## config.mk

```make
export PLATFORM = sky130hd
export DESIGN_NAME = pwt_timer
export DESIGN_NICKNAME = d
export VERILOG_FILES = /design/src/logic/pwt_pkg.sv /design/src/logic/pwt_timer.sv
export SDC_FILE = /design/constraint.sdc
export NUM_CORES = 1
export LEC_CHECK = 0
export BUFFER_PORTS_ARGS = -buffer_cell sky130_fd_sc_hd__buf_2
export CELL_PAD_IN_SITES_DETAIL_PLACEMENT = 1
export CELL_PAD_IN_SITES_GLOBAL_PLACEMENT = 1
export CORE_MARGIN = 2
export CORE_UTILIZATION = 39
export CTS_CLUSTER_DIAMETER = 30
export DETAILED_ROUTE_END_ITERATION = 6
export PLACE_DENSITY = 0.85
export SETUP_SLACK_MARGIN = 0.3
export SLEW_MARGIN = 15
export SYNTH_ARGS = -nofsm -noshare
export SYNTH_HDL_FRONTEND = slang
export SYNTH_SLANG_ARGS = --single-unit
```

## constraint.sdc

```tcl
create_clock -name i_clk -period 2.94 [get_ports i_clk]
set_input_delay 0.147 -clock i_clk [delete_from_list [all_inputs] [get_ports i_clk]]
set_output_delay 0.147 -clock i_clk [all_outputs]
set_load 0.05 [all_outputs]
```

## src/logic/pwt_pkg.sv

```systemverilog
/*
  Shared constants and types of the programmable waveform timer.
  Assumes one 40 MHz clock domain and no register bus; the package is
  referenced by full scoped names only.
*/
`default_nettype none

package pwt_pkg;

  ////////////////////////////////////////////////////////////////////////////
  // Widths, reset values and timing counts.

  localparam int unsigned CNT_W      = 8;
  localparam logic [7:0]  RELOAD_RST = 8'hFF;
  localparam logic [7:0]  CNT_ONE    = 8'h01;
  localparam logic [7:0]  CNT_ZERO   = 8'h00;
  localparam logic [2:0]  DIV_RST    = 3'h0;
  localparam logic [2:0]  DIV_ONE    = 3'h1;
  localparam logic [2:0]  DIV8_LAST  = 3'h7;

  ////////////////////////////////////////////////////////////////////////////
  // Enumerations.

  typedef enum logic [1:0] {
    PWT_SRC_F1   = 2'h0,
    PWT_SRC_F2   = 2'h1,
    PWT_SRC_F8   = 2'h2,
    PWT_SRC_COMP = 2'h3
  } pwt_src_t;

  typedef enum logic {
    PWT_PRIMARY   = 1'b0,
    PWT_SECONDARY = 1'b1
  } pwt_phase_t;

  typedef enum logic {
    PWT_IDLE = 1'b0,
    PWT_RUN  = 1'b1
  } pwt_state_t;

  ////////////////////////////////////////////////////////////////////////////
  // Carriers.

  typedef struct packed {
    logic     out_level_sel;
    logic     out_source_sel;
    logic     out_pin_loc_sel;
    pwt_src_t cnt_src_sel;
  } pwt_cfg_t;

  typedef struct packed {
    logic             prescale;
    logic             primary;
    logic             secondary;
    logic [CNT_W-1:0] data;
  } pwt_wr_t;

endpackage : pwt_pkg

`default_nettype wire

```

## src/logic/pwt_timer.sv

```systemverilog
/*
  Programmable waveform timer: prescaler, alternating main counter and
  waveform pin driver.
  Assumes control bits and write strobes come from logic on i_clk; only
  the external interrupt pin is asynchronous.
*/
// What this block does
// Each underflow inverts output and swaps period.
// Primary period is counted first after start.
// One-shot control register is ignored here.
// Count source is f1, f2, f8 or companion.
// Decrement; reload primary and secondary alternately.
// Primary phase lasts (n+1)(m+1) source cycles.
// Secondary phase lasts (n+1)(p+1) source cycles.
// Writing run bit one starts counting.
// Writing run bit zero stops counting.
// Writing force-halt one forcibly stops counting.
// Interrupt with pin change after secondary underflow.
// Live prescaler and primary counts are readable.
// Stopped writes load reload register and counter.
// Running writes load only the reload register.
// Running writes apply from the next primary; here only once a running primary write is made.
// Level select sets primary and secondary levels.
// Source select picks waveform or port latch.
// Source select taken at start or interrupt.
// Pin-location select picks the output pin.
// External interrupt pin never triggers the timer.
// Reloads follow source ticks and prescaler underflows.
// After reset stopped, pin at inactive level.
`timescale 1ns/1ps
`default_nettype none

module pwt_timer (
  input  wire logic             i_clk,
  input  wire logic             i_resetn,
  input  wire logic             i_run_bit,
  input  wire logic             i_force_halt_bit,
  input  wire pwt_pkg::pwt_cfg_t i_cfg,
  input  wire pwt_pkg::pwt_wr_t  i_wr,
  input  wire logic             i_companion_uf,
  input  wire logic             i_port3_latch,
  input  wire logic             i_port1_latch,
  input  wire logic             i_ext_irq_in,
  output logic [7:0]            o_prescale_cnt,
  output logic [7:0]            o_primary_cnt,
  output logic                  o_counting,
  output logic                  o_irq,
  output logic                  o_port3_line1,
  output logic                  o_port1_line3,
  output logic                  o_ext_irq
);

  ////////////////////////////////////////////////////////////////////////////
  // State.

  pwt_pkg::pwt_state_t state_reg;
  pwt_pkg::pwt_state_t state_next;
  pwt_pkg::pwt_phase_t phase_reg;
  pwt_pkg::pwt_phase_t phase_next;
  logic                halt_reg;
  logic                halt_next;
  logic [2:0]          div_reg;
  logic [7:0]          pre_cnt_reg;
  logic [7:0]          pre_cnt_next;
  logic [7:0]          main_cnt_reg;
  logic [7:0]          main_cnt_next;
  logic [7:0]          pre_rld_reg;
  logic [7:0]          pri_rld_reg;
  logic [7:0]          sec_rld_reg;
  logic [7:0]          pend_pre_reg;
  logic [7:0]          pend_pri_reg;
  logic [7:0]          pend_sec_reg;
  logic                pend_flag_reg;
  logic                src_sel_reg;
  logic                src_sel_next;
  logic                irq_reg;
  logic                pin3_reg;
  logic                pin1_reg;
  logic                ext_s1_reg;
  logic                ext_s2_reg;

  ////////////////////////////////////////////////////////////////////////////
  // Run control.

  wire run_req  = i_run_bit & ~halt_reg & ~i_force_halt_bit;
  wire counting = (state_reg == pwt_pkg::PWT_RUN);
  wire start    = run_req & ~counting;

  always_comb begin
    state_next = run_req ? pwt_pkg::PWT_RUN : pwt_pkg::PWT_IDLE;
    halt_next  = halt_reg;
    if (i_force_halt_bit) begin
      halt_next = 1'b1;
    end else if (!i_run_bit) begin
      halt_next = 1'b0;
    end
  end

  ////////////////////////////////////////////////////////////////////////////
  // Count source selection.

  wire src_f1   = (i_cfg.cnt_src_sel == pwt_pkg::PWT_SRC_F1);
  wire src_f2   = (i_cfg.cnt_src_sel == pwt_pkg::PWT_SRC_F2) & div_reg[0];
  wire src_f8   = (i_cfg.cnt_src_sel == pwt_pkg::PWT_SRC_F8) &
                  (div_reg == pwt_pkg::DIV8_LAST);
  wire src_comp = (i_cfg.cnt_src_sel == pwt_pkg::PWT_SRC_COMP) & i_companion_uf;
  wire tick     = counting & (src_f1 | src_f2 | src_f8 | src_comp);

  ////////////////////////////////////////////////////////////////////////////
  // Underflow decode.

  wire pre_uf   = tick & (pre_cnt_reg == pwt_pkg::CNT_ZERO);
  wire main_uf  = pre_uf & (main_cnt_reg == pwt_pkg::CNT_ZERO);
  wire sec_end  = main_uf & (phase_reg == pwt_pkg::PWT_SECONDARY);
  wire use_pend = sec_end & pend_flag_reg;

  wire [7:0] pre_rld_eff = use_pend ? pend_pre_reg : pre_rld_reg;
  wire [7:0] pri_rld_eff = use_pend ? pend_pri_reg : pri_rld_reg;
  wire [7:0] sec_rld_eff = use_pend ? pend_sec_reg : sec_rld_reg;

  ////////////////////////////////////////////////////////////////////////////
  // Counter next values.

  always_comb begin
    pre_cnt_next = pre_cnt_reg;
    if (start) begin
      pre_cnt_next = pre_rld_reg;
    end else if (!counting && i_wr.prescale) begin
      pre_cnt_next = i_wr.data;
    end else if (pre_uf) begin
      pre_cnt_next = pre_rld_eff;
    end else if (tick) begin
      pre_cnt_next = pre_cnt_reg - pwt_pkg::CNT_ONE;
    end
  end

  always_comb begin
    main_cnt_next = main_cnt_reg;
    phase_next    = phase_reg;
    if (start) begin
      main_cnt_next = pri_rld_reg;
      phase_next    = pwt_pkg::PWT_PRIMARY;
    end else if (!counting && i_wr.primary) begin
      main_cnt_next = i_wr.data;
    end else if (main_uf) begin
      if (phase_reg == pwt_pkg::PWT_PRIMARY) begin
        main_cnt_next = sec_rld_reg;
        phase_next    = pwt_pkg::PWT_SECONDARY;
      end else begin
        main_cnt_next = pri_rld_eff;
        phase_next    = pwt_pkg::PWT_PRIMARY;
      end
    end else if (pre_uf) begin
      main_cnt_next = main_cnt_reg - pwt_pkg::CNT_ONE;
    end
  end

  ////////////////////////////////////////////////////////////////////////////
  // Output drive.

  wire run_next = (state_next == pwt_pkg::PWT_RUN);
  wire pri_next = run_next & (phase_next == pwt_pkg::PWT_PRIMARY);
  wire wave     = pri_next ? ~i_cfg.out_level_sel : i_cfg.out_level_sel;

  always_comb begin
    src_sel_next = src_sel_reg;
    if (start || sec_end) begin
      src_sel_next = i_cfg.out_source_sel;
    end
  end

  wire latch_sel = i_cfg.out_pin_loc_sel ? i_port1_latch : i_port3_latch;
  wire drive     = src_sel_next ? latch_sel : wave;
  wire pin3_next = i_cfg.out_pin_loc_sel ? i_port3_latch : drive;
  wire pin1_next = i_cfg.out_pin_loc_sel ? drive : i_port1_latch;

  ////////////////////////////////////////////////////////////////////////////
  // Registers.

  always_ff @(posedge i_clk) begin
    if (!i_resetn) begin
      state_reg    <= pwt_pkg::PWT_IDLE;
      phase_reg    <= pwt_pkg::PWT_PRIMARY;
      halt_reg     <= 1'b0;
      div_reg      <= pwt_pkg::DIV_RST;
      pre_cnt_reg  <= pwt_pkg::RELOAD_RST;
      main_cnt_reg <= pwt_pkg::RELOAD_RST;
      src_sel_reg  <= 1'b0;
    end else begin
      state_reg    <= state_next;
      phase_reg    <= phase_next;
      halt_reg     <= halt_next;
      div_reg      <= div_reg + pwt_pkg::DIV_ONE;
      pre_cnt_reg  <= pre_cnt_next;
      main_cnt_reg <= main_cnt_next;
      src_sel_reg  <= src_sel_next;
    end
  end

  always_ff @(posedge i_clk) begin
    if (!i_resetn) begin
      pre_rld_reg   <= pwt_pkg::RELOAD_RST;
      pri_rld_reg   <= pwt_pkg::RELOAD_RST;
      sec_rld_reg   <= pwt_pkg::RELOAD_RST;
      pend_pre_reg  <= pwt_pkg::RELOAD_RST;
      pend_pri_reg  <= pwt_pkg::RELOAD_RST;
      pend_sec_reg  <= pwt_pkg::RELOAD_RST;
      pend_flag_reg <= 1'b0;
    end else begin
      if (i_wr.prescale) begin
        pend_pre_reg <= i_wr.data;
      end
      if (i_wr.primary) begin
        pend_pri_reg <= i_wr.data;
      end
      if (i_wr.secondary) begin
        pend_sec_reg <= i_wr.data;
      end
      if (!counting) begin
        if (i_wr.prescale) begin
          pre_rld_reg <= i_wr.data;
        end
        if (i_wr.primary) begin
          pri_rld_reg <= i_wr.data;
        end
        if (i_wr.secondary) begin
          sec_rld_reg <= i_wr.data;
        end
      end else if (use_pend) begin
        pre_rld_reg <= pre_rld_eff;
        pri_rld_reg <= pri_rld_eff;
        sec_rld_reg <= sec_rld_eff;
      end
      pend_flag_reg <= (counting & i_wr.primary) | (pend_flag_reg & ~use_pend & counting);
    end
  end

  always_ff @(posedge i_clk) begin
    if (!i_resetn) begin
      irq_reg    <= 1'b0;
      pin3_reg   <= 1'b0;
      pin1_reg   <= 1'b0;
      ext_s1_reg <= 1'b0;
      ext_s2_reg <= 1'b0;
    end else begin
      irq_reg    <= sec_end;
      pin3_reg   <= pin3_next;
      pin1_reg   <= pin1_next;
      ext_s1_reg <= i_ext_irq_in;
      ext_s2_reg <= ext_s1_reg;
    end
  end

  assign o_prescale_cnt = pre_cnt_reg;
  assign o_primary_cnt  = main_cnt_reg;
  assign o_counting     = counting;
  assign o_irq          = irq_reg;
  assign o_port3_line1  = pin3_reg;
  assign o_port1_line3  = pin1_reg;
  assign o_ext_irq      = ext_s2_reg;

  ////////////////////////////////////////////////////////////////////////////
  // Checks.

  chk_phase_swap: assert property (
    @(posedge i_clk) disable iff (!i_resetn)
    (main_uf && !start) |=> (phase_reg != $past(phase_reg)))
    else $error("Phase did not swap on underflow.");

  chk_start_primary: assert property (
    @(posedge i_clk) disable iff (!i_resetn)
    start |=> (phase_reg == pwt_pkg::PWT_PRIMARY) && counting)
    else $error("Start did not begin in the primary period.");

  chk_count_down: assert property (
    @(posedge i_clk) disable iff (!i_resetn)
    (pre_uf && !main_uf && !start) |=> (main_cnt_reg == $past(main_cnt_reg) - 8'h01))
    else $error("Main counter did not decrement on prescaler underflow.");

  chk_stop_hold: assert property (
    @(posedge i_clk) disable iff (!i_resetn)
    (!counting && !run_req && !i_wr.primary) |=> $stable(main_cnt_reg))
    else $error("Main counter moved while stopped.");

  chk_halt_stop: assert property (
    @(posedge i_clk) disable iff (!i_resetn)
    (i_force_halt_bit && i_run_bit) |=> !counting ##1 (!counting || !$past(i_run_bit)))
    else $error("Force halt did not stop counting.");

  chk_irq_cause: assert property (
    @(posedge i_clk) disable iff (!i_resetn)
    o_irq |-> $past(main_uf) && ($past(phase_reg) == pwt_pkg::PWT_SECONDARY))
    else $error("Interrupt without a secondary underflow.");

  chk_irq_with_pin: assert property (
    @(posedge i_clk) disable iff (!i_resetn)
    (sec_end && !i_cfg.out_source_sel && run_req) |=> o_irq && (phase_reg == pwt_pkg::PWT_PRIMARY))
    else $error("Interrupt not raised with the primary output change.");

  chk_idle_write: assert property (
    @(posedge i_clk) disable iff (!i_resetn)
    (!counting && !run_req && i_wr.primary) |=> (main_cnt_reg == $past(i_wr.data)))
    else $error("Stopped write did not load the counter.");

  chk_run_write: assert property (
    @(posedge i_clk) disable iff (!i_resetn)
    (counting && run_req && i_wr.primary && !pre_uf) |=> $stable(main_cnt_reg))
    else $error("Running write disturbed the counter.");

endmodule : pwt_timer

`default_nettype wire
```

Yosys cells after proc, flatten, opt, wreduce, memory -nomap -nowiden

Cells that the tools add are included.

Flip-flop bits (word level): 77
Input bits: 24

Add/sub/neg operators: 3
Eq/ne operators: 6
Multiplexer cells: 33
Bitwise operators: 25
Reductions and logical operators: 15

Operators by type and width:

| operator                                                               | count |
|---|---|
| 8-bit two-way mux                                                      | 20 |
| 8-bit logical NOT                                                      | 2 |
| 8-bit by 1-bit subtractor with 8-bit output (second input constant)    | 2 |
| 1-bit bitwise AND                                                      | 15 |
| 1-bit two-way mux                                                      | 13 |
| 4-bit nonzero test                                                     | 2 |
| 1-bit inverter                                                         | 6 |
| 2-bit AND reduction                                                    | 3 |
| 2-bit nonzero test                                                     | 3 |
| 2-bit equality test (second input constant)                            | 2 |
| 2-bit by 1-bit != test with 1-bit output (second input constant)       | 2 |
| 1-bit OR                                                               | 4 |
| 3-bit by 1-bit adder with 3-bit output (second input constant)         | 1 |
| 3-bit equality test (second input constant)                            | 1 |
| 2-bit by 1-bit equality test with 1-bit output (second input constant) | 1 |
| 1-bit logical AND                                                      | 2 |
| 2-bit logical NOT                                                      | 1 |
| 1-bit logical NOT                                                      | 1 |
| 1-bit logical OR                                                       | 1 |

Logic depth before layout (Yosys ltp)

Gate-level depths: netlist (run 1).

Depth in word-level cells: 16
Gate-level depth with buffers: 14

Worst setup path before layout (run 1)

No wires, ideal clock.

Path kind: reg2reg
From: register pre_cnt_reg[0] (netlist: o_prescale_cnt[0])
To: register sec_rld_reg[6]
Arrival: 2814 ps
Data required time: 2807 ps
Path slack: -8 ps
Stages on the path, launching flop included: 13
Period minus slack after synthesis: 2948 ps
Path through: dfxtp_1 -> inv_1 -> ha_1 -> nor4bb_1 -> nand4_1 -> nor2_1 -> ha_1 -> clkbuf_1 -> nand2_1 -> nor2_1 -> a21oi_1 -> a211oi_1 -> o21ai_0

Word-level cells in the longest chain between the ends: 7

Ends and longest elaborated chain:

| item                                               | line             | text |
|---|---|---|
| start: declaration                                 | pwt_timer.sv:63  | `logic [7:0] pre_cnt_reg;` |
| start signal: assignment                           | pwt_timer.sv:186 | `pre_cnt_reg <= pwt_pkg::RELOAD_RST;` |
| start signal: assignment                           | pwt_timer.sv:194 | `pre_cnt_reg <= pre_cnt_next;` |
| 8-bit logical NOT                                  | pwt_timer.sv:112 | `wire pre_uf = tick & (pre_cnt_reg == pwt_pkg::CNT_ZERO);` |
| 1-bit bitwise AND                                  | pwt_timer.sv:112 |  |
| 1-bit bitwise AND                                  | pwt_timer.sv:113 | `wire main_uf = pre_uf & (main_cnt_reg == pwt_pkg::CNT_ZERO);` |
| 1-bit bitwise AND                                  | pwt_timer.sv:114 | `wire sec_end = main_uf & (phase_reg == pwt_pkg::PWT_SECONDARY);` |
| net sec_end                                        | pwt_timer.sv:114 |  |
| 1-bit bitwise AND                                  | pwt_timer.sv:115 | `wire use_pend = sec_end & pend_flag_reg;` |
| 2-bit by 1-bit != test with 1-bit output (no line) | n/a              |  |
| 2-bit AND reduction (no line)                      | n/a              |  |
| end signal: assignment                             | pwt_timer.sv:204 | `sec_rld_reg <= pwt_pkg::RELOAD_RST;` |
| end signal: assignment                             | pwt_timer.sv:227 | `sec_rld_reg <= i_wr.data;` |
| end signal: assignment                             | pwt_timer.sv:232 | `sec_rld_reg <= sec_rld_eff;` |
| end: declaration                                   | pwt_timer.sv:69  | `logic [7:0] sec_rld_reg;` |

The timed path passes the listed nets, and every way through them passes these cells.
A chain may end at the register's enable or synchronous reset.

Worst setup path after layout (run 1)

From: register main_cnt_reg[1] (netlist: o_primary_cnt[1])
To: register main_cnt_reg[1] (netlist: o_primary_cnt[1])

Word-level cells in the longest chain between the ends: 9
Elaborated cells between the ends (all ways): 12
Those cells by class: 1 x add/sub; 6 x mux; 3 x bitwise; 2 x reduce/logical

Ends and longest elaborated chain:

| item                     | line             | text |
|---|---|---|
| start: declaration       | pwt_timer.sv:65  | `logic [7:0] main_cnt_reg;` |
| start signal: assignment | pwt_timer.sv:187 | `main_cnt_reg <= pwt_pkg::RELOAD_RST;` |
| start signal: assignment | pwt_timer.sv:195 | `main_cnt_reg <= main_cnt_next;` |
| 8-bit logical NOT        | pwt_timer.sv:113 |  |
| 1-bit bitwise AND        | pwt_timer.sv:113 |  |
| 1-bit bitwise AND        | pwt_timer.sv:114 |  |
| net sec_end              | pwt_timer.sv:114 |  |
| 1-bit bitwise AND        | pwt_timer.sv:115 |  |
| 8-bit two-way mux        | pwt_timer.sv:118 | `wire [7:0] pri_rld_eff = use_pend ? pend_pri_reg : pri_rld_reg;` |
| 8-bit two-way mux        | pwt_timer.sv:146 | `if (phase_reg == pwt_pkg::PWT_PRIMARY) begin` |
| 8-bit two-way mux        | pwt_timer.sv:145 | `end else if (main_uf) begin` |
| 8-bit two-way mux        | pwt_timer.sv:143 | `end else if (!counting && i_wr.primary) begin` |
| 8-bit two-way mux        | pwt_timer.sv:140 | `if (start) begin` |

The timed path passes the listed nets, and every way through them passes these cells. The select of a mux whose other input is x is not followed.

==> impl_metrics.xml, run 1 <==
<?xml version="1.0" encoding="UTF-8"?>
<metrics>
  <group name="status">
    <metric name="result_of_the_run" unit="">completed</metric>
  </group>
  <group name="setup_path">
    <metric name="crit_path_max_fanout" unit="">12</metric>
    <metric name="worst_ep_required_time" unit="ns">3.25</metric>
    <metric name="timing_worst_setup_path_type" unit="">flop to flop</metric>
    <metric name="cp_slowest_cell" unit="">sky130_fd_sc_hd__dfxtp_2</metric>
    <metric name="critical_path.startpoint_type" unit="">flop</metric>
    <metric name="critPathMaxStageDelay" unit="ns">0.34</metric>
    <metric name="critical_path.cell_chain" unit="">inv_1, ha_1, nor4bb_4, nand4_1, nor2_4, ha_4, nand2_8, buf_4, mux2i_1, a21oi_1, a2bb2oi_1, a21o_1</metric>
    <metric name="critPathCaptureType" unit="">flop</metric>
    <metric name="arrival" unit="ns">2.91</metric>
  </group>
  <group name="sta">
    <metric name="rsz0062_at_grt" unit="">true</metric>
    <metric name="timing_worst_slew_pin_value" unit="ns">0.812</metric>
    <metric name="layout_setup_ws" unit="ns">0.335</metric>
    <metric name="finalHoldViolations" unit="">0</metric>
    <metric name="worst_clock_skew" unit="ns">0.00972</metric>
    <metric name="clock.fmax" unit="MHz">384</metric>
    <metric name="slew_headroom" unit="">0.458</metric>
    <metric name="accumulated_negative_setup_slack" unit="ns">0</metric>
    <metric name="layout_worst_path_cycle_share" unit="">0.886</metric>
    <metric name="total_of_endpoints_with_negative_setup_slack_in_the_final_report" unit="">0</metric>
    <metric name="drv_slew" unit="">0</metric>
    <metric name="period_needed" unit="ns">2.60</metric>
  </group>
  <group name="clocking">
    <metric name="cts_root_buffer" unit="">sky130_fd_sc_hd__clkbuf_8</metric>
    <metric name="clock_transition_at_the_registers_of_the_reported_paths" unit="ns">0.08</metric>
    <metric name="cts.sinks" unit="">77</metric>
    <metric name="htreeDepth" unit="">3</metric>
    <metric name="cts_tree" unit="">built</metric>
    <metric name="cts_inserted_buffers" unit="">9</metric>
    <metric name="clock_latency" unit="ns">0.36</metric>
    <metric name="ctsLongestPathBuffers" unit="">2</metric>
  </group>
  <group name="floorplan">
    <metric name="io_pins" unit="">45</metric>
    <metric name="std_cell_rows" unit="">37</metric>
    <metric name="fp.dieArea" unit="µm²">11400</metric>
    <metric name="die_x" unit="µm">107</metric>
    <metric name="die_height" unit="µm">107</metric>
    <metric name="floorplan.core_area" unit="µm²">10300</metric>
    <metric name="initial_util" unit="">0.400</metric>
  </group>
  <group name="synthesis">
    <metric name="synth_cell_type_count" unit="">61</metric>
    <metric name="yosysTopAreaCell" unit="">sky130_fd_sc_hd__dfxtp_1</metric>
    <metric name="synth-warning-count" unit="">0</metric>
    <metric name="ys_top_cells_by_count" unit="">77 x sky130_fd_sc_hd__dfxtp_1, 73 x sky130_fd_sc_hd__nand2_1, 51 x sky130_fd_sc_hd__nor2_1</metric>
    <metric name="synth-edff-count" unit="">0</metric>
    <metric name="yosysMostFrequentCell" unit="">sky130_fd_sc_hd__dfxtp_1</metric>
    <metric name="syn_area_per_cell" unit="µm²">8.18</metric>
    <metric name="number_of_synthesized_register_bits" unit="">77</metric>
    <metric name="postSynthNetCount" unit="">536</metric>
    <metric name="netlist_instances" unit="">505</metric>
    <metric name="dominant_cells_by_area_after_synthesis" unit="">sky130_fd_sc_hd__dfxtp_1 37%, sky130_fd_sc_hd__mux2i_1 7.0%, sky130_fd_sc_hd__nand2_1 6.6%, sky130_fd_sc_hd__a21oi_1 5.1%, sky130_fd_sc_hd__nor2_1 4.6%</metric>
    <metric name="ys.flop_type" unit="">sky130_fd_sc_hd__dfxtp_1</metric>
    <metric name="yosys.area.top_type_share" unit="">0.373</metric>
    <metric name="yosysSeqAreaShare" unit="">0.373</metric>
    <metric name="post_synth_instance_area" unit="µm²">4130</metric>
    <metric name="synthArstFlopShare" unit="">0</metric>
  </group>
  <group name="route">
    <metric name="routedWlPerCell" unit="µm">19.9</metric>
    <metric name="ant_nets" unit="">0</metric>
    <metric name="wirelength" unit="mm">13.6</metric>
    <metric name="detail_route.first_pass.iterations" unit="">4</metric>
    <metric name="dr_total_vias" unit="">4045</metric>
    <metric name="drc" unit="">0</metric>
    <metric name="route.detailed.vias_per_inst" unit="">5.89</metric>
    <metric name="initialDrtViolationCount" unit="">258</metric>
  </group>
  <group name="pwr">
    <metric name="p_total" unit="mW">2.38</metric>
    <metric name="power.density" unit="nW/µm²">497</metric>
    <metric name="p_leak" unit="nW">2.04</metric>
    <metric name="vdd_drop_max" unit="mV">0.192</metric>
  </group>
  <group name="grt">
    <metric name="met1_routing_resource_usage_after_global_routing" unit="">0.330</metric>
    <metric name="grtUsageMet2" unit="">0.401</metric>
    <metric name="global_route.usage.met3" unit="">0.0359</metric>
    <metric name="grt_first_pass_wirelength" unit="mm">22.2</metric>
    <metric name="most_crowded_layer_gr" unit="">met2</metric>
    <metric name="gr-total-overflow" unit="">0</metric>
    <metric name="first_global_vias" unit="">4191</metric>
    <metric name="grt_antenna_before_repair" unit="">0</metric>
    <metric name="grt_max_degree" unit="">61</metric>
    <metric name="grt_usage" unit="">0.249</metric>
  </group>
  <group name="layout">
    <metric name="finish.cell_count_without_fillers" unit="">687</metric>
    <metric name="insertedDiodeCount" unit="">0</metric>
    <metric name="final_layout_size_suffix_gt1_frac" unit="">0.192</metric>
    <metric name="seq_area" unit="µm²">1550</metric>
    <metric name="syn_to_final_growth" unit="%">15.7</metric>
    <metric name="multi_input_area" unit="µm²">2480</metric>
    <metric name="fill_cells" unit="">1251</metric>
    <metric name="final_net_count" unit="">579</metric>
  </group>
  <group name="placement">
    <metric name="dpl_worst_slack" unit="ns">0.0949</metric>
    <metric name="detailedPlacementHpwl" unit="mm">9.69</metric>
    <metric name="placement.io_buffers" unit="">44</metric>
    <metric name="gp_routability_congestion" unit="">0.876</metric>
    <metric name="total_instance_count_after_detailed_placement" unit="">666</metric>
  </group>
  <group name="min_path">
    <metric name="timing.hold.worst.class" unit="">input pin to flop</metric>
  </group>
  <group name="flow_run">
    <metric name="max-cap-violations" unit="">0</metric>
  </group>
</metrics>
-- worst max-delay path, delay by kind of cell, from the launching register on --
kind,cells,cell delay (ns)
AOI/OAI and AO/OA,3,0.63
adders and majority gates,2,0.36
buffers and inverters,2,0.30
DFF,1,0.34
muxes,1,0.11
and+or+nand+nor,4,0.82
-- logic make-up after synthesis --
family,share of synthesized area
simple gates,0.237
compound gates,0.213
flops,0.373
buf+inv,0.0542
mux,0.0784
xor+xnor,0.0233
fa+ha+maj,0.0212
-- power breakdown --
group | total [mW] | switching [mW] | internal (mW) | leakage [nW]
Combinational | 0.487 | 0.319 | 0.168 | 1.32
Clock | 0.684 | 0.390 | 0.294 | 0.0788
Sequential | 1.20 | 0.0830 | 1.12 | 0.638
-- cell usage in the layout, fill, tap and decap left out, types with 7 or more instances in the layout --
cell type	synthesis	final
sky130_fd_sc_hd__dfxtp_1	77	72
sky130_fd_sc_hd__a221o_1	9	9
sky130_fd_sc_hd__a221oi_1	8	8
sky130_fd_sc_hd__nand2b_1	9	9
sky130_fd_sc_hd__nand2_1	73	72
sky130_fd_sc_hd__o21ai_0	31	31
sky130_fd_sc_hd__buf_4	2	19
sky130_fd_sc_hd__nor3_1	9	9
sky130_fd_sc_hd__a21oi_1	42	41
sky130_fd_sc_hd__nor2_1	51	49
sky130_fd_sc_hd__and2_1	16	16
sky130_fd_sc_hd__mux2i_1	29	29
sky130_fd_sc_hd__inv_1	8	7
sky130_fd_sc_hd__clkbuf_8	1	9
sky130_fd_sc_hd__a211oi_1	10	10
sky130_fd_sc_hd__buf_2	1	44
sky130_fd_sc_hd__nand3_1	18	18
-- worst paths after layout --
check | endpoint | slack (ns) | start | cells after the start
max reg2reg | o_primary_cnt[1] | 0.34 | o_primary_cnt[1] | 12
min reg2reg | div_reg[0] | 0.45 | div_reg[0] | 1
min | o_port3_line1 | 0.03 | i_port3_latch | 3
max | o_primary_cnt[1] | 0.34 | o_primary_cnt[1] | 12
-- layout make-up --
cell class,instances,share of cell area
Clock buffer,11,0.0275
Clock inverter,3,0.00314
Timing Repair Buffer,65,0.0822
Multi-Input combinational cell,385,0.520
Tap cell,136,0.0356
Inverter,10,0.00785
Sequential cell,77,0.324
-- metrics by stage --
step	cell area [µm²]	hold slack, ns	util
detailed placement	4520	0.370	0.438
finish	4780	0.0322	0.463
floorplan	4200	0.264	-
global route	4780	0.0715	0.463
global placement	4520	0.360	0.438
CTS	4740	0.0333	0.459
-- per-layer routing --
| metal | wire length [µm] | vias to the layer above |
|---|---|---|
| met5 | 0 | - |
| met1 | 6110 | 1984 |
| met4 | 390 | 0 |
| met3 | 743 | 30 |
| met2 | 6410 | 136 |
| li1 | - | 1895 |
-- what timing repair did --
item | 4_1_cts | 5_1_grt
buffers inserted | 5 | 1
setup endpoints to repair | 15 | 22
pin swaps | 1 | 2
hold buffers | 1 | 0
gates resized for setup | 4 | 5
endpoints found under the hold margin | 1 | 0
gates cloned | 0 | 0
Power figures use the tool's default switching activity.
==> run 2: changes to the inputs <==
--- a/config.mk
+++ b/config.mk
@@ -6,7 +6,7 @@
 export NUM_CORES = 1
 export LEC_CHECK = 0
 export BUFFER_PORTS_ARGS = -buffer_cell sky130_fd_sc_hd__buf_2
-export CELL_PAD_IN_SITES_DETAIL_PLACEMENT = 1
+export CELL_PAD_IN_SITES_DETAIL_PLACEMENT = 0
 export CELL_PAD_IN_SITES_GLOBAL_PLACEMENT = 1
 export CORE_MARGIN = 2
 export CORE_UTILIZATION = 39
==> run 2 against run 1 <==
Net effect: sequential cell count did not move; critical endpoint is now o_primary_cnt[3]; clock power is 16% higher; critical path type unchanged; combinational power down 3%; non-clock buffer count did not move; fmax grew 2.1%; total power grew 4.0%; setup slack better by 0.054 ns.
==> impl_metrics.xml, run 2 (synthesis gave the netlist of run 1 again) <==
<?xml version="1.0" encoding="UTF-8"?>
<metrics>
  <group name="sta">
    <metric name="worst_clock_skew" unit="ns">0.0134</metric>
    <metric name="clock.fmax" unit="MHz">392</metric>
    <metric name="rsz0062_at_grt" unit="">false</metric>
    <metric name="layout_worst_path_cycle_share" unit="">0.868</metric>
    <metric name="period_needed" unit="ns">2.55</metric>
    <metric name="finalHoldViolations" unit="">0</metric>
    <metric name="layout_setup_ws" unit="ns">0.390</metric>
    <metric name="total_of_endpoints_with_negative_setup_slack_in_the_final_report" unit="">0</metric>
    <metric name="timing_worst_slew_pin_value" unit="ns">0.794</metric>
    <metric name="slew_headroom" unit="">0.470</metric>
    <metric name="drv_slew" unit="">0</metric>
    <metric name="accumulated_negative_setup_slack" unit="ns">0</metric>
  </group>
  <group name="setup_path">
    <metric name="worst_r2r_path_depth" unit="">11</metric>
    <metric name="timing_worst_setup_path_type" unit="">flop to flop</metric>
    <metric name="crit_path_start" unit="">div_reg[0]</metric>
    <metric name="critPathCaptureType" unit="">flop</metric>
    <metric name="critical_path.startpoint_type" unit="">flop</metric>
    <metric name="arrival" unit="ns">2.79</metric>
    <metric name="worst_ep_required_time" unit="ns">3.18</metric>
    <metric name="reg2reg_from" unit="">div_reg[0]</metric>
    <metric name="crit_path_max_fanout" unit="">13</metric>
  </group>
  <group name="placement">
    <metric name="gp_routability_congestion" unit="">0.876</metric>
    <metric name="detailedPlacementHpwl" unit="mm">8.57</metric>
    <metric name="dpl_worst_slack" unit="ns">0.187</metric>
    <metric name="placedInstanceArea" unit="µm²">4520</metric>
    <metric name="placement.io_buffers" unit="">44</metric>
  </group>
  <group name="grt">
    <metric name="first_global_vias" unit="">3720</metric>
    <metric name="grt_antenna_before_repair" unit="">0</metric>
    <metric name="grt_first_pass_wirelength" unit="mm">19.4</metric>
    <metric name="grt_usage" unit="">0.215</metric>
    <metric name="grt_max_degree" unit="">61</metric>
    <metric name="gr-total-overflow" unit="">0</metric>
  </group>
  <group name="layout">
    <metric name="layout_common_cells" unit="">72 x sky130_fd_sc_hd__nand2_1, 72 x sky130_fd_sc_hd__dfxtp_1, 49 x sky130_fd_sc_hd__nor2_1, 44 x sky130_fd_sc_hd__buf_2, 42 x sky130_fd_sc_hd__a21oi_1</metric>
    <metric name="syn_to_final_growth" unit="%">16.6</metric>
    <metric name="final_layout_size_suffix_gt1_frac" unit="">0.198</metric>
    <metric name="final_net_count" unit="">579</metric>
    <metric name="postLayoutCellArea" unit="µm²">4820</metric>
    <metric name="seq_area" unit="µm²">1550</metric>
    <metric name="fill_cells" unit="">1006</metric>
    <metric name="multi_input_area" unit="µm²">2480</metric>
    <metric name="insertedDiodeCount" unit="">0</metric>
    <metric name="fin_util" unit="">0.467</metric>
  </group>
  <group name="pwr">
    <metric name="p_leak" unit="nW">2.05</metric>
    <metric name="power.density" unit="nW/µm²">512</metric>
    <metric name="vdd_drop_max" unit="mV">0.271</metric>
  </group>
  <group name="clocking">
    <metric name="ctsLongestPathBuffers" unit="">2</metric>
    <metric name="cts_root_buffer" unit="">sky130_fd_sc_hd__clkbuf_8</metric>
    <metric name="cts_hold_repair.buffers" unit="">0</metric>
    <metric name="clock_latency" unit="ns">0.35</metric>
    <metric name="cts.sinks" unit="">77</metric>
    <metric name="clock_transition_at_the_registers_of_the_reported_paths" unit="ns">0.08</metric>
    <metric name="cts_inserted_buffers" unit="">9</metric>
    <metric name="cts_tree" unit="">built</metric>
    <metric name="htreeDepth" unit="">3</metric>
  </group>
  <group name="min_path">
    <metric name="timing.hold.worst.class" unit="">input pin to flop</metric>
    <metric name="min_delay_path_depth" unit="">2</metric>
    <metric name="holdCritStartpoint" unit="">i_ext_irq_in</metric>
  </group>
  <group name="route">
    <metric name="initialDrtViolationCount" unit="">297</metric>
    <metric name="drc" unit="">0</metric>
    <metric name="ant_nets" unit="">0</metric>
    <metric name="dr_total_vias" unit="">3959</metric>
    <metric name="route.detailed.vias_per_inst" unit="">5.76</metric>
    <metric name="wirelength" unit="mm">12.1</metric>
    <metric name="detail_route.first_pass.iterations" unit="">5</metric>
    <metric name="routedWlPerCell" unit="µm">17.7</metric>
  </group>
  <group name="floorplan">
    <metric name="std_cell_rows" unit="">37</metric>
    <metric name="die_height" unit="µm">107</metric>
    <metric name="die_x" unit="µm">107</metric>
    <metric name="initial_util" unit="">0.400</metric>
    <metric name="floorplan.core_area" unit="µm²">10300</metric>
    <metric name="io_pins" unit="">45</metric>
    <metric name="fp.dieArea" unit="µm²">11400</metric>
  </group>
  <group name="status">
    <metric name="result_of_the_run" unit="">completed</metric>
  </group>
  <group name="flow_run">
    <metric name="max-cap-violations" unit="">0</metric>
  </group>
</metrics>
[run 2: cell types whose count changed in the layout (fill, tap and decap cells not counted), sizes merged]
cell / before / now
clkinv: 5 / 3
clkinvlp: 0 / 2
buf: 64 / 65
clkbuf: 11 / 10
dlygate4sd3: 1 / 0
bufinv: 0 / 1
[run 2: worst paths after layout]
check	slack, ns	endpoint
worst max-delay path	0.39	o_primary_cnt[3]
worst min-delay path	0.02	ext_s1_reg
worst max register to register	0.39	o_primary_cnt[3]
worst min register to register	0.44	div_reg[0]
[run 2: area by class of cell]
class	count	share of cell area
Multi-Input combinational cell	385	0.516
Sequential cell	77	0.321
Timing Repair Buffer	65	0.0810
Tap cell	136	0.0353
Clock buffer	10	0.0286
Clock inverter	4	0.0104
Inverter	10	0.00779
[run 2: timing repair]
item | CTS | global route
setup buffers | 0 | 7
hold endpoints to repair | 0 | 0
pin swaps | 0 | 3
resized for setup | 4 | 5
endpoints found under the setup margin | 13 | 20
[run 2: worst max-delay path, cell delays in order (launching register included)]
cell	delay (ns)
sky130_fd_sc_hd__dfxtp_2	0.34
sky130_fd_sc_hd__ha_4	0.15
sky130_fd_sc_hd__ha_2	0.15
sky130_fd_sc_hd__mux2_4	0.28
sky130_fd_sc_hd__o211ai_4	0.21
sky130_fd_sc_hd__nor2_4	0.08
sky130_fd_sc_hd__ha_4	0.18
sky130_fd_sc_hd__nand2_8	0.13
sky130_fd_sc_hd__mux2i_2	0.23
sky130_fd_sc_hd__a21oi_1	0.09
sky130_fd_sc_hd__mux2_4	0.30
sky130_fd_sc_hd__a221o_1	0.28
[run 2: per-stage QoR]
step                power [mW]  cells  hold WS, ns
CTS                       2.46    680       0.0245
floorplan                 1.55    505        0.264
finish                    2.47    687       0.0152
global route              2.57    687       0.0176
detailed placement        1.68    666        0.381
global placement          1.68    666        0.360
[run 2: power by group]
| group | total [mW] | switching, mW | internal [mW] | leakage, nW |
|---|---|---|---|---|
| Combinational | 0.473 | 0.307 | 0.167 | 1.32 |
| Sequential | 1.20 | 0.0804 | 1.12 | 0.638 |
| Clock | 0.794 | 0.390 | 0.405 | 0.0902 |
[run 2: layer usage]
metal	vias up	global-route usage	share of wire
li1	1897	-	-
met1	1865	0.302	0.47
met2	169	0.323	0.44
met3	28	0.0298	0.064
met4	0	0.104	0.030
met5	-	0	0
